### config.mk
export PLATFORM = sky130hd
export DESIGN_NAME = stepper_cfg_top
export DESIGN_NICKNAME = d
export VERILOG_FILES = /design/src/stepper_cfg_pkg.sv /design/src/clock_source_select.sv /design/src/stepper_cfg_top.sv
export SDC_FILE = /design/constraint.sdc
export NUM_CORES = 1
export LEC_CHECK = 0
export ABC_AREA = 1
export BUFFER_PORTS_ARGS = -buffer_cell sky130_fd_sc_hd__buf_4
export CAP_MARGIN = 5
export CORE_MARGIN = 2
export CORE_UTILIZATION = 47
export CTS_BUF_LIST = sky130_fd_sc_hd__clkbuf_8
export CTS_CLUSTER_SIZE = 10
export DETAILED_ROUTE_END_ITERATION = 10
export GPL_ROUTABILITY_DRIVEN = 1
export PLACE_DENSITY = 0.74
export SLEW_MARGIN = 20
export SYNTH_ARGS = -nofsm -noshare
export SYNTH_HDL_FRONTEND = slang
export SYNTH_SLANG_ARGS = --single-unit
### constraint.sdc
create_clock -name REF_CLK -period 5.4 [get_ports REF_CLK]
set_clock_uncertainty 0.15 [all_clocks]
set_input_delay 0.81 -clock REF_CLK [delete_from_list [all_inputs] [get_ports REF_CLK]]
set_output_delay 0.81 -clock REF_CLK [all_outputs]
set_load 0.1 [all_outputs]
### src/stepper_cfg_pkg.sv
`default_nettype none
package stepper_cfg_pkg;
    localparam int CLK_MHZ = 125;
    localparam int STOP_TIME_NS = 1000;
    localparam int STOP_CYCLES = (STOP_TIME_NS * CLK_MHZ) / 1000;
    localparam int STOP_CNT_W = 8;

    localparam logic [6:0] ADDR_GLOBAL_CONFIG = 7'h00;
    localparam logic [6:0] ADDR_GLOBAL_STATUS = 7'h01;
    localparam logic [6:0] ADDR_CURRENT_ONE = 7'h30;
    localparam logic [6:0] ADDR_CURRENT_TWO = 7'h50;
    localparam logic [6:0] ADDR_CHOPPER_ONE = 7'h6C;
    localparam logic [6:0] ADDR_CHOPPER_TWO = 7'h7C;

    localparam logic [31:0] GLOBAL_CONFIG_RESET = 32'h0000_0000;
    localparam logic [31:0] CHOPPER_CONFIG_RESET = 32'h0000_0000;
    localparam logic [31:0] CURRENT_RESET = 32'h0000_0000;
    localparam logic [31:0] GLOBAL_STATUS_RESET = 32'h0000_0001;

    localparam int STEPDIR_ONE_BIT = 1;
    localparam int STEPDIR_TWO_BIT = 2;
    localparam int OFF_TIME_LSB = 0;
    localparam int OFF_TIME_W = 4;

    localparam logic [7:0] UART_SYNC = 8'h05;
    localparam logic [7:0] UART_MASTER_ADDR = 8'hFF;
    localparam logic [7:0] SLAVE_ADDR_LOW = 8'h00;
    localparam logic [7:0] SLAVE_ADDR_HIGH = 8'h01;
    localparam logic [7:0] CRC_POLY = 8'h07;
    localparam logic [7:0] CRC_INIT = 8'h00;
    localparam int UART_WRITE_BIT = 7;
    localparam logic [2:0] DATA_BYTES_LAST = 3'h3;
    localparam logic [2:0] REPLY_CRC_IDX = 3'h7;

    typedef struct packed {
        logic write;
        logic [6:0] addr;
        logic [31:0] data;
    } spi_dgram_type;

    typedef enum logic [2:0] {
        U_SYNC, U_SLAVE, U_REG, U_DATA, U_CRC, U_REPLY
    } uart_state_type;
endpackage
`default_nettype wire

### src/clock_source_select.sv
`timescale 1ns/10ps
`default_nettype none
module clock_source_select import stepper_cfg_pkg::*; (
    input wire logic clk,
    input wire logic resetn,
    input wire logic ce,
    input wire logic clk_pin,
    output logic ext_sel,
    output logic clk_stopped
);
    logic pin_prev;
    logic [STOP_CNT_W-1:0] idle_cnt;
    wire pin_edge = clk_pin != pin_prev;
    wire idle_full = idle_cnt == STOP_CNT_W'(STOP_CYCLES);

    always_ff @(posedge clk) begin
        if (!resetn) begin
            ext_sel <= 1'b0;
            pin_prev <= 1'b0;
            idle_cnt <= '0;
            clk_stopped <= 1'b0;
        end else if (ce) begin
            pin_prev <= clk_pin;
            // First high level switches to the external source for good
            if (clk_pin) begin
                ext_sel <= 1'b1;
            end
            if (pin_edge || !ext_sel) begin
                idle_cnt <= '0;
            end else if (!idle_full) begin
                idle_cnt <= idle_cnt + STOP_CNT_W'(1);
            end
            clk_stopped <= ext_sel && idle_full;
        end
    end

    AST_STOP_FLAG: assert property (@(posedge clk) disable iff (!resetn)
        ce && ext_sel && idle_full |=> clk_stopped)
        else $error("Stopped external clock not flagged");
endmodule
`default_nettype wire

### src/stepper_cfg_top.sv
// Operation
// - The device answers UART slave address 0 while its address select pin is low.
// - Reset loads every configuration register with its default before any host access.
// - With the clock pin held low the device runs from its internal oscillator.
// - The first high level on the clock pin switches the device to the external clock for good.
// - A stopped external clock halts the chopper while short detection, if enabled, stays active.
`timescale 1ns/10ps
`default_nettype none
module stepper_cfg_top import stepper_cfg_pkg::*; (
    input wire logic REF_CLK,
    input wire logic RESETN,
    input wire logic CLK_EN,
    input wire logic SPI_VALID,
    input wire spi_dgram_type SPI_DGRAM,
    input wire logic RX_VALID,
    input wire logic [7:0] RX_BYTE,
    input wire logic TX_READY,
    input wire logic UART_ADDRESS_SELECT_PIN,
    input wire logic CLK_PIN,
    input wire logic SHORT_GUARD_EN,
    output logic TX_VALID,
    output logic [7:0] TX_BYTE,
    output logic [31:0] GLOBAL_CONFIG_REG,
    output logic [31:0] GLOBAL_STATUS_REG,
    output logic [31:0] CHOPPER_CONFIG_REG_ONE,
    output logic [31:0] CHOPPER_CONFIG_REG_TWO,
    output logic [31:0] CURRENT_REG_ONE,
    output logic [31:0] CURRENT_REG_TWO,
    output logic DRIVER_ONE_STEPDIR_ENABLE,
    output logic DRIVER_TWO_STEPDIR_ENABLE,
    output logic CLK_SOURCE_EXT,
    output logic CHOPPER_ONE_RUN,
    output logic CHOPPER_TWO_RUN,
    output logic SHORT_GUARD_ACTIVE
);
    function automatic logic [7:0] crc_step(input logic [7:0] crc, input logic [7:0] data);
        logic [7:0] c;
        logic [7:0] d;
        c = crc;
        d = data;
        for (int i = 0; i < 8; i++) begin
            if (c[7] ^ d[0]) begin
                c = {c[6:0], 1'b0} ^ CRC_POLY;
            end else begin
                c = {c[6:0], 1'b0};
            end
            d = {1'b0, d[7:1]};
        end
        return c;
    endfunction

    function automatic logic [7:0] reply_byte(input logic [2:0] idx, input logic [6:0] addr,
                                              input logic [31:0] data);
        logic [7:0] b;
        b = 8'h00;
        case (idx)
            3'h0: b = UART_SYNC;
            3'h1: b = UART_MASTER_ADDR;
            3'h2: b = {1'b0, addr};
            3'h3: b = data[31:24];
            3'h4: b = data[23:16];
            3'h5: b = data[15:8];
            3'h6: b = data[7:0];
            default: b = 8'h00;
        endcase
        return b;
    endfunction

    uart_state_type ustate;
    logic [7:0] crc_acc;
    logic addr_hit;
    logic rx_write;
    logic [6:0] rx_addr;
    logic [31:0] rx_data;
    logic [2:0] byte_cnt;
    logic [2:0] tx_idx;
    logic [7:0] crc_tx;
    logic [31:0] reply_data;
    logic [6:0] reply_addr;
    logic clk_stopped;
    logic ext_sel;

    wire rx_take = CLK_EN && RX_VALID && ustate != U_REPLY;
    wire [7:0] my_slave = UART_ADDRESS_SELECT_PIN ? SLAVE_ADDR_HIGH : SLAVE_ADDR_LOW;
    wire [7:0] next_crc_acc = crc_step(crc_acc, RX_BYTE);
    wire crc_ok = RX_BYTE == crc_acc;
    wire uart_accept = rx_take && ustate == U_CRC && crc_ok && addr_hit;
    wire uart_wr = uart_accept && rx_write;
    wire uart_rd = uart_accept && !rx_write;
    wire spi_wr = CLK_EN && SPI_VALID && SPI_DGRAM.write;

    // SPI has priority when both links write in the same cycle
    wire wr_en = spi_wr || uart_wr;
    wire [6:0] wr_addr = spi_wr ? SPI_DGRAM.addr : rx_addr;
    wire [31:0] wr_data = spi_wr ? SPI_DGRAM.data : rx_data;
    wire wr_global_config_reg = wr_en && wr_addr == ADDR_GLOBAL_CONFIG;
    wire wr_global_status_reg = wr_en && wr_addr == ADDR_GLOBAL_STATUS;
    wire [31:0] next_global_config_reg = wr_global_config_reg ? wr_data : GLOBAL_CONFIG_REG;

    wire [31:0] rd_data =
        rx_addr == ADDR_GLOBAL_CONFIG ? GLOBAL_CONFIG_REG :
        rx_addr == ADDR_GLOBAL_STATUS ? GLOBAL_STATUS_REG :
        rx_addr == ADDR_CHOPPER_ONE ? CHOPPER_CONFIG_REG_ONE :
        rx_addr == ADDR_CHOPPER_TWO ? CHOPPER_CONFIG_REG_TWO :
        rx_addr == ADDR_CURRENT_ONE ? CURRENT_REG_ONE :
        rx_addr == ADDR_CURRENT_TWO ? CURRENT_REG_TWO : 32'h0000_0000;

    wire tx_fire = TX_VALID && TX_READY && CLK_EN;
    wire [7:0] next_crc_tx = crc_step(crc_tx, TX_BYTE);
    wire [2:0] next_tx_idx = tx_idx + 3'h1;
    wire chop_one_on = CHOPPER_CONFIG_REG_ONE[OFF_TIME_LSB +: OFF_TIME_W] != '0;
    wire chop_two_on = CHOPPER_CONFIG_REG_TWO[OFF_TIME_LSB +: OFF_TIME_W] != '0;

    clock_source_select u_clock_source_select (
        .clk(REF_CLK),
        .resetn(RESETN),
        .ce(CLK_EN),
        .clk_pin(CLK_PIN),
        .ext_sel(ext_sel),
        .clk_stopped(clk_stopped)
    );

    always_comb begin
        CLK_SOURCE_EXT = ext_sel;
    end

    // Configuration registers
    always_ff @(posedge REF_CLK) begin
        if (!RESETN) begin
            GLOBAL_CONFIG_REG <= GLOBAL_CONFIG_RESET;
            CHOPPER_CONFIG_REG_ONE <= CHOPPER_CONFIG_RESET;
            CHOPPER_CONFIG_REG_TWO <= CHOPPER_CONFIG_RESET;
            CURRENT_REG_ONE <= CURRENT_RESET;
            CURRENT_REG_TWO <= CURRENT_RESET;
            GLOBAL_STATUS_REG <= GLOBAL_STATUS_RESET;
            DRIVER_ONE_STEPDIR_ENABLE <= GLOBAL_CONFIG_RESET[STEPDIR_ONE_BIT];
            DRIVER_TWO_STEPDIR_ENABLE <= GLOBAL_CONFIG_RESET[STEPDIR_TWO_BIT];
        end else if (CLK_EN) begin
            GLOBAL_CONFIG_REG <= next_global_config_reg;
            DRIVER_ONE_STEPDIR_ENABLE <= next_global_config_reg[STEPDIR_ONE_BIT];
            DRIVER_TWO_STEPDIR_ENABLE <= next_global_config_reg[STEPDIR_TWO_BIT];
            if (wr_en && wr_addr == ADDR_CHOPPER_ONE) begin
                CHOPPER_CONFIG_REG_ONE <= wr_data;
            end
            if (wr_en && wr_addr == ADDR_CHOPPER_TWO) begin
                CHOPPER_CONFIG_REG_TWO <= wr_data;
            end
            if (wr_en && wr_addr == ADDR_CURRENT_ONE) begin
                CURRENT_REG_ONE <= wr_data;
            end
            if (wr_en && wr_addr == ADDR_CURRENT_TWO) begin
                CURRENT_REG_TWO <= wr_data;
            end
            // Status bits clear by writing one; none is set again after reset
            if (wr_global_status_reg) begin
                GLOBAL_STATUS_REG <= GLOBAL_STATUS_REG & ~wr_data;
            end
        end
    end

    // Chopper and short guard
    always_ff @(posedge REF_CLK) begin
        if (!RESETN) begin
            CHOPPER_ONE_RUN <= 1'b0;
            CHOPPER_TWO_RUN <= 1'b0;
            SHORT_GUARD_ACTIVE <= 1'b0;
        end else if (CLK_EN) begin
            CHOPPER_ONE_RUN <= chop_one_on && !clk_stopped;
            CHOPPER_TWO_RUN <= chop_two_on && !clk_stopped;
            SHORT_GUARD_ACTIVE <= SHORT_GUARD_EN;
        end
    end

    // UART datagram receiver and reply sender
    always_ff @(posedge REF_CLK) begin
        if (!RESETN) begin
            ustate <= U_SYNC;
            crc_acc <= CRC_INIT;
            addr_hit <= 1'b0;
            rx_write <= 1'b0;
            rx_addr <= '0;
            rx_data <= '0;
            byte_cnt <= '0;
            tx_idx <= '0;
            crc_tx <= CRC_INIT;
            reply_data <= '0;
            reply_addr <= '0;
            TX_VALID <= 1'b0;
            TX_BYTE <= 8'h00;
        end else if (CLK_EN) begin
            if (rx_take) begin
                crc_acc <= next_crc_acc;
            end
            case (ustate)
                U_SYNC: begin
                    if (rx_take && RX_BYTE == UART_SYNC) begin
                        ustate <= U_SLAVE;
                    end else begin
                        crc_acc <= CRC_INIT;
                    end
                end
                U_SLAVE: begin
                    if (rx_take) begin
                        addr_hit <= RX_BYTE == my_slave;
                        ustate <= U_REG;
                    end
                end
                U_REG: begin
                    if (rx_take) begin
                        rx_write <= RX_BYTE[UART_WRITE_BIT];
                        rx_addr <= RX_BYTE[6:0];
                        byte_cnt <= '0;
                        ustate <= RX_BYTE[UART_WRITE_BIT] ? U_DATA : U_CRC;
                    end
                end
                U_DATA: begin
                    if (rx_take) begin
                        rx_data <= {rx_data[23:0], RX_BYTE};
                        byte_cnt <= byte_cnt + 3'h1;
                        if (byte_cnt == DATA_BYTES_LAST) begin
                            ustate <= U_CRC;
                        end
                    end
                end
                U_CRC: begin
                    if (rx_take) begin
                        crc_acc <= CRC_INIT;
                        if (uart_rd) begin
                            reply_addr <= rx_addr;
                            reply_data <= rd_data;
                            tx_idx <= '0;
                            crc_tx <= CRC_INIT;
                            TX_BYTE <= UART_SYNC;
                            TX_VALID <= 1'b1;
                            ustate <= U_REPLY;
                        end else begin
                            ustate <= U_SYNC;
                        end
                    end
                end
                U_REPLY: begin
                    if (tx_fire) begin
                        crc_tx <= next_crc_tx;
                        tx_idx <= next_tx_idx;
                        if (tx_idx == REPLY_CRC_IDX) begin
                            TX_VALID <= 1'b0;
                            ustate <= U_SYNC;
                        end else if (next_tx_idx == REPLY_CRC_IDX) begin
                            TX_BYTE <= next_crc_tx;
                        end else begin
                            TX_BYTE <= reply_byte(next_tx_idx, reply_addr, reply_data);
                        end
                    end
                end
                default: begin
                    ustate <= U_SYNC;
                end
            endcase
        end
    end

    AST_RESET_DEFAULTS: assert property (@(posedge REF_CLK) !RESETN |=>
        GLOBAL_CONFIG_REG == GLOBAL_CONFIG_RESET && CHOPPER_CONFIG_REG_ONE == CHOPPER_CONFIG_RESET
        && CURRENT_REG_TWO == CURRENT_RESET && !DRIVER_ONE_STEPDIR_ENABLE && !TX_VALID)
        else $error("Defaults not loaded by reset");
    AST_SLAVE_ZERO: assert property (@(posedge REF_CLK) disable iff (!RESETN)
        rx_take && ustate == U_SLAVE && !UART_ADDRESS_SELECT_PIN && RX_BYTE == SLAVE_ADDR_LOW |=> addr_hit)
        else $error("Slave address 0 not matched with select pin low");
    AST_BAD_CRC: assert property (@(posedge REF_CLK) disable iff (!RESETN)
        rx_take && ustate == U_CRC && !crc_ok && !SPI_VALID |=>
        $stable(CHOPPER_CONFIG_REG_ONE) && $stable(CURRENT_REG_ONE) && $stable(GLOBAL_CONFIG_REG) && !TX_VALID)
        else $error("Datagram with bad CRC took effect");
    AST_INT_OSC: assert property (@(posedge REF_CLK) disable iff (!RESETN)
        !CLK_SOURCE_EXT && !CLK_PIN |=> !CLK_SOURCE_EXT)
        else $error("Left internal oscillator without clock pin high");
    AST_EXT_SWITCH: assert property (@(posedge REF_CLK) disable iff (!RESETN)
        CLK_EN && CLK_PIN |=> CLK_SOURCE_EXT [*3])
        else $error("External clock not selected after high level");
    AST_CHOP_HALT: assert property (@(posedge REF_CLK) disable iff (!RESETN)
        CLK_EN && clk_stopped |=> !CHOPPER_ONE_RUN && !CHOPPER_TWO_RUN)
        else $error("Chopper runs without clock");
    AST_SHORT_GUARD: assert property (@(posedge REF_CLK) disable iff (!RESETN)
        CLK_EN && SHORT_GUARD_EN && clk_stopped |=> SHORT_GUARD_ACTIVE)
        else $error("Short guard dropped while clock stopped");
    AST_READ_REPLY: assert property (@(posedge REF_CLK) disable iff (!RESETN)
        uart_rd |=> TX_VALID && TX_BYTE == UART_SYNC && ustate == U_REPLY)
        else $error("Accepted read not answered");
    AST_UART_WRITE: assert property (@(posedge REF_CLK) disable iff (!RESETN)
        uart_wr && !SPI_VALID && rx_addr == ADDR_CHOPPER_TWO |=> CHOPPER_CONFIG_REG_TWO == $past(rx_data))
        else $error("Accepted UART write not stored");
endmodule
`default_nettype wire

**Word-level counts from Yosys, hierarchy flattened**

Index checks and enable logic that the tools add are counted.
Widths: inputs -> output; s select.

- $add $sub $neg: 3
- Eq/ne operators: 41
- Multiplexer cells: 66
- Bitwise gates (word level): 34
- Reductions and logical operators: 51

Operators by type and width:

| cell | number |
|---|---|
| $mux 32 | 7 |
| $mux 8 | 13 |
| $mux 3 | 32 |
| $pmux 8 s7 | 1 |
| $not 3->3 | 16 |
| $pmux 8 s2 | 3 |
| $eq 7x7->1 const B | 6 |
| $and 32x32->32 | 1 |
| $not 32->32 | 1 |
| $ne 2x2->1 const B | 11 |
| $eq 3x3->1 const B | 7 |
| $logic_and 1x1->1 | 21 |
| $pmux 3 s6 | 1 |
| $reduce_and 2->1 | 8 |
| $xor 1x1->1 | 16 |
| $eq 3x2->1 const B | 5 |
| $eq 7x1->1 const B | 2 |
| $eq 7x6->1 const B | 2 |
| $logic_not 7->1 | 2 |
| $pmux 3 s2 | 2 |
| $reduce_and 6->1 | 2 |
| $reduce_and 3->1 | 3 |
| $reduce_and 9->1 | 1 |
| $add 8x1->8 const B | 1 |
| other kinds (18) | 31 |

- Flip-flop bits (word level): 322
- Input port bits: 57
- Output and inout bits: 207
- Logic and storage cells: 224

**Logic depth before layout (Yosys ltp)**

- Depth after elaboration: 20
- Mapped depth: 14
- Depth with buffers taken out: 13

**Modules after synthesis**

A second synthesis with hierarchy kept.

- Cell total of the unflattened synthesis: 2,430
- Area total of the unflattened synthesis: 15,847.7 um^2

By module, submodules not included:

| module | times used | cells each | area each (um^2) | sequential area each (um^2) |
|---|---|---|---|---|
| stepper_cfg_top | 1 | 2,324 | 15,170.8 | 6,185.9 |
| clock_source_select | 1 | 106 | 676.9 | 220.2 |

**Least setup slack after synthesis**

No wires, ideal clock.

- Path kind: input to register
- From: in SPI_DGRAM[39] (netlist bit)
- To: reg CHOPPER_CONFIG_REG_ONE[30]
- Library setup time: 0.119 ns
- Data arrival time: 2.187 ns
- Data required time: 5.131 ns
- Setup slack: 2.944 ns
- Stages on the path: 11
- Path buffers: 3
- Path through: nand3_2 > buf_2 > o21ai_2 > inv_2 > or2_1 > nor3_4 > buf_4 > buf_4 > nand3_1 > nand2_1 > nor2_1

- Word-level cells in the longest chain between the ends: 5
- Elaborated cells on any way between the ends: 7
- Those cells by class: eq/ne: 1; mux: 2; reduce/logical: 4

Ends and longest elaborated chain:

| element | RTL line | source |
|---|---|---|
| from (decl) | stepper_cfg_top.sv:14 | `input wire spi_dgram_type SPI_DGRAM,` |
| $logic_and 1x1->1 * | stepper_cfg_top.sv:90 | `wire spi_wr = CLK_EN && SPI_VALID && SPI_DGRAM.write;` |
| $mux 7 | stepper_cfg_top.sv:94 | `wire [6:0] wr_addr = spi_wr ? SPI_DGRAM.addr : rx_addr;` |
| $eq 7x7->1 | stepper_cfg_top.sv:142 | `if (wr_en && wr_addr == ADDR_CHOPPER_ONE) begin` |
| $logic_and 1x1->1 | stepper_cfg_top.sv:142 |  |
| $reduce_and 2->1 (no line) | -- |  |
| to (signal assigned) | stepper_cfg_top.sv:143 | `CHOPPER_CONFIG_REG_ONE <= wr_data;` |
| to (decl) | stepper_cfg_top.sv:25 | `output logic [31:0] CHOPPER_CONFIG_REG_ONE,` |

Every way passes the cells marked *; elsewhere a longest branch is shown, timed or not.
A chain may end at the register's enable or synchronous reset.

**Worst setup path in the final report**

- From: reg ustate[0]
- To: reg CHOPPER_CONFIG_REG_ONE[26]

- Word-level cells in the longest chain between the ends: 9
- Elaborated cells on any way between the ends: 10
- Those cells by class: eq/ne: 2; reduce/logical: 8

Ends and longest elaborated chain:

| element | RTL line | source |
|---|---|---|
| from (decl) | stepper_cfg_top.sv:69 | `uart_state_type ustate;` |
| from (signal assigned) | stepper_cfg_top.sv:213 | `ustate <= RX_BYTE[UART_WRITE_BIT] ? U_DATA : U_CRC;` |
| $ne 3x3->1 | stepper_cfg_top.sv:83 | `wire rx_take = CLK_EN && RX_VALID && ustate != U_REPLY;` |
| $logic_and 1x1->1 | stepper_cfg_top.sv:83 |  |
| $logic_and 1x1->1 * (3 in a row) | stepper_cfg_top.sv:87 | `wire uart_accept = rx_take && ustate == U_CRC && crc_ok && addr_hit;` |
| $logic_and 1x1->1 * | stepper_cfg_top.sv:88 | `wire uart_wr = uart_accept && rx_write;` |
| $logic_or 1x1->1 * | stepper_cfg_top.sv:93 | `wire wr_en = spi_wr \|\| uart_wr;` |
| $logic_and 1x1->1 * | stepper_cfg_top.sv:142 |  |
| $reduce_and 2->1 (no line) * | -- |  |

Marked as above.

==> flow_metrics.env <==
export IMPL_antenna_cells=0
export IMPL_rrSetupSlack_ps=1970
export IMPL_num_io_pins=264
export IMPL_grt_pass1_wl_mm=85.43
export IMPL_final_layout_size_suffix_gt1_share_pct=15.37
export IMPL_endpoint_kind="flip-flop"
export IMPL_cts_root_buffer="clkbuf_8"
export IMPL_instances_no_fill=2986
export IMPL_track_usage_pct=32.28
export IMPL_ys_seq_area_share_pct=41.74
export IMPL_htree_levels=2
export IMPL_clk_latency_ps=620
export IMPL_hold_viol_final=0
export IMPL_netSwitchingFraction_pct=26.35
export IMPL_grt_pass1_vias=15610
export IMPL_start_util_pct=47.41
export IMPL_power_internal_mw=3.685
export IMPL_area_delta_synth_final_pct=21.16
export IMPL_status="finished clean"
export IMPL_p_clk_share_pct=44.9
export IMPL_reg2reg_depth=11
export IMPL_rows=66
export IMPL_r2r_start="ustate[0]"
export IMPL_required_ps=5760
export IMPL_final_common_cell="nand2_1"
export IMPL_via_per_inst=5.581
export IMPL_setup_viol=0
export IMPL_drc_errors=0
export IMPL_yosysUniqueCellTypes=38
export IMPL_leakage_nw=8.586
export IMPL_peakVddDrop_mv=0.2130
export IMPL_pwr_share_seq_pct=47.7
export IMPL_mostFrequentLayoutCells="nand2_1 (612), dfxtp_1 (320), buf_4 (288)"
export IMPL_finalCritPeriodShare_pct=63.50
export IMPL_yosysTopAreaCellShare_pct=41.74
export IMPL_routabilityCongestion=0.9382
export IMPL_hold_end="SHORT_GUARD_ACTIVE"
export IMPL_r2r_end="CHOPPER_CONFIG_REG_ONE[26]"
export IMPL_drt_pass1_iterations=6
export IMPL_ys_seq_elements=320
export IMPL_worstHoldPathCells=3
export IMPL_yosys_warnings=0
export IMPL_min_path_type="input pin to flip-flop"
export IMPL_overflow=0
export IMPL_num_vias=16660
export IMPL_critPathKind="flip-flop to flip-flop"
export IMPL_start_kind="flip-flop"
export IMPL_syn_cell_area_mm2=0.01535
export IMPL_netlist_instances=2305
export IMPL_drt_wl_total_mm=56.74
export IMPL_holdCritStartpoint="SHORT_GUARD_EN"
export IMPL_die_y_um=184.7
export IMPL_cts_buffer_depth=3
export IMPL_numClockSinks=320
export IMPL_path_clk_slew_ps=70
export IMPL_grt_max_degree=114
export IMPL_switching_power_mw=1.319
export IMPL_worstPathArrival_ps=3780
export IMPL_cts_hold_repair_buffers=0
export IMPL_ant_nets=0
export IMPL_path_max_fanout=96
export IMPL_yosys_area_top_type="dfxtp_1"
export IMPL_tns_ps=0
export IMPL_cts_setup_buffers=0
export IMPL_grt_antenna_before_repair=0
export IMPL_slew_violations=0
export IMPL_die_area_mm2=0.03412
export IMPL_dp_cells=2889
export IMPL_fin_crit_ps=3429
export IMPL_rsz0062_at_grt="false"
export IMPL_maxCapViolations=0
export IMPL_numCtsBuffers=54
export IMPL_cts_resized=0
export IMPL_fmax_mhz=291.6
export IMPL_post_drt_wl_per_cell_um=19.00
export IMPL_coreArea_mm2=0.03237
export IMPL_pwr_share_comb_pct=7.4
export IMPL_fp_dieW_um=184.7
export IMPL_worst_pin_slew_ps=1070
export IMPL_first_iter_violations=1709
export IMPL_ys_top_cells_by_area="dfxtp_1 (42%), nand2_1 (15%), a21oi_1 (7.6%)"
export IMPL_synth_nets=2372
export IMPL_max_slew_margin_pct=28.22
export IMPL_cts_tree="done"
export IMPL_nets=2571
export IMPL_io_buffers=263
export IMPL_synth_area_per_cell_um2=6.659
export IMPL_place_hpwl_mm=39.15
export IMPL_p_per_area_mw_per_mm2=269.1
worst max-delay path, cell delays in order (launching register included):
cell	delay [ps]
dfxtp_1	550
nand3_2	350
nand2_1	270
nor2_1	80
and2_1	160
nand3_1	170
nand2_8	340
buf_4	440
nand2_2	470
nand2_1	100
nand2_1	80
nor2_1	60
metal layers:
layer,vias to the layer above,global-route usage [%],part of all wire [%]
li1,7858,-,-
met1,7723,41.14,39
met2,905,51.04,45
met3,178,6.975,11
met4,0,17.43,5.4
met5,-,0,0
registers in the layout, summed over array words and instances (netlist names), 32 cells and up:
register,cells
CHOPPER_CONFIG_REG_ONE,32
reply_data,32
rx_data,32
CURRENT_REG_ONE,32
CHOPPER_CONFIG_REG_TWO,32
GLOBAL_STATUS_REG,32
CURRENT_REG_TWO,32
GLOBAL_CONFIG_REG,32
cell usage after synthesis:
library cell / count
o21ai_1: 12
ha_1: 10
o41ai_1: 2
a21oi_1: 232
nand2_1: 612
nor4_1: 5
o211ai_1: 2
inv_1: 243
nor2_1: 170
a31oi_1: 31
nand3_2: 2
nand3_1: 229
nor3_4: 1
buf_4: 12
buf_2: 47
or2_1: 1
o21bai_1: 1
nand2_2: 3
dfxtp_1: 320
a22o_1: 1
clkbuf_1: 78
nand3b_1: 3
a221oi_1: 1
o21ai_2: 2
a22oi_1: 1
a41oi_1: 1
xnor2_1: 18
nor3_1: 11
o21ai_0: 179
and2_1: 2
buf_1: 10
inv_2: 2
o22ai_1: 1
nor2_2: 5
a211oi_1: 3
xor2_1: 12
nand4_1: 39
a21oi_2: 1
worst max-delay path by stage:
stage / start / endpoint / slack, ps / cells past startpoint
2_1_floorplan: SPI_DGRAM[39] / CHOPPER_CONFIG_REG_ONE[30] / 2940 / 11
3_5_place_dp: CLK_EN / GLOBAL_CONFIG_REG[14] / 1680 / 12
4_1_cts: ustate[0] / CHOPPER_CONFIG_REG_ONE[16] / 2100 / 11
3_3_place_gp: CLK_EN / CHOPPER_CONFIG_REG_ONE[29] / 1830 / 9
5_1_grt: ustate[1] / CHOPPER_CONFIG_REG_ONE[16] / 1830 / 12
6_report: ustate[0] / CHOPPER_CONFIG_REG_ONE[26] / 1970 / 11
layout make-up:
type / instances / area [µm²]
inverters: 245 / 920.9
multi-input cells: 1593 / 7406
well taps: 442 / 553.0
repair buffers: 290 / 2202
flip-flops and latches: 320 / 6406
clock inverters: 28 / 172.7
clock buffers: 68 / 935.9
fillers: 3157 / 13770
power by group through the flow:
stage	Clock (mW)	Combinational, mW	Sequential [mW]
2_1_floorplan	0	0.165	2.51
3_3_place_gp	0	0.357	2.44
3_5_place_dp	0	0.360	2.44
4_1_cts	2.25	0.362	2.39
5_1_grt	2.36	0.387	2.39
6_report	2.25	0.368	2.39
cells by family after synthesis:
group | after synthesis | share of synthesized area, %
simple gates | 1083 | 29.58
compound gates | 470 | 15.90
buf+inv | 392 | 10.26
flops | 320 | 41.74
xor+xnor | 30 | 1.712
fa+ha+maj | 10 | 0.8152
stage by stage:
step	hold WS [ps]	setup slack, ps	cell area, µm²	power, mW	utilization [%]
floorplan	286.2	2944	15350	2.679	-
global placement	303.6	1827	17470	2.797	53.96
detailed placement	312.1	1681	17470	2.800	53.96
CTS	277.8	2097	18580	5.002	57.39
global route	343.7	1829	18600	5.138	57.45
finish	292.9	1971	18600	5.004	57.45
(Power assumes the default switching activity.)
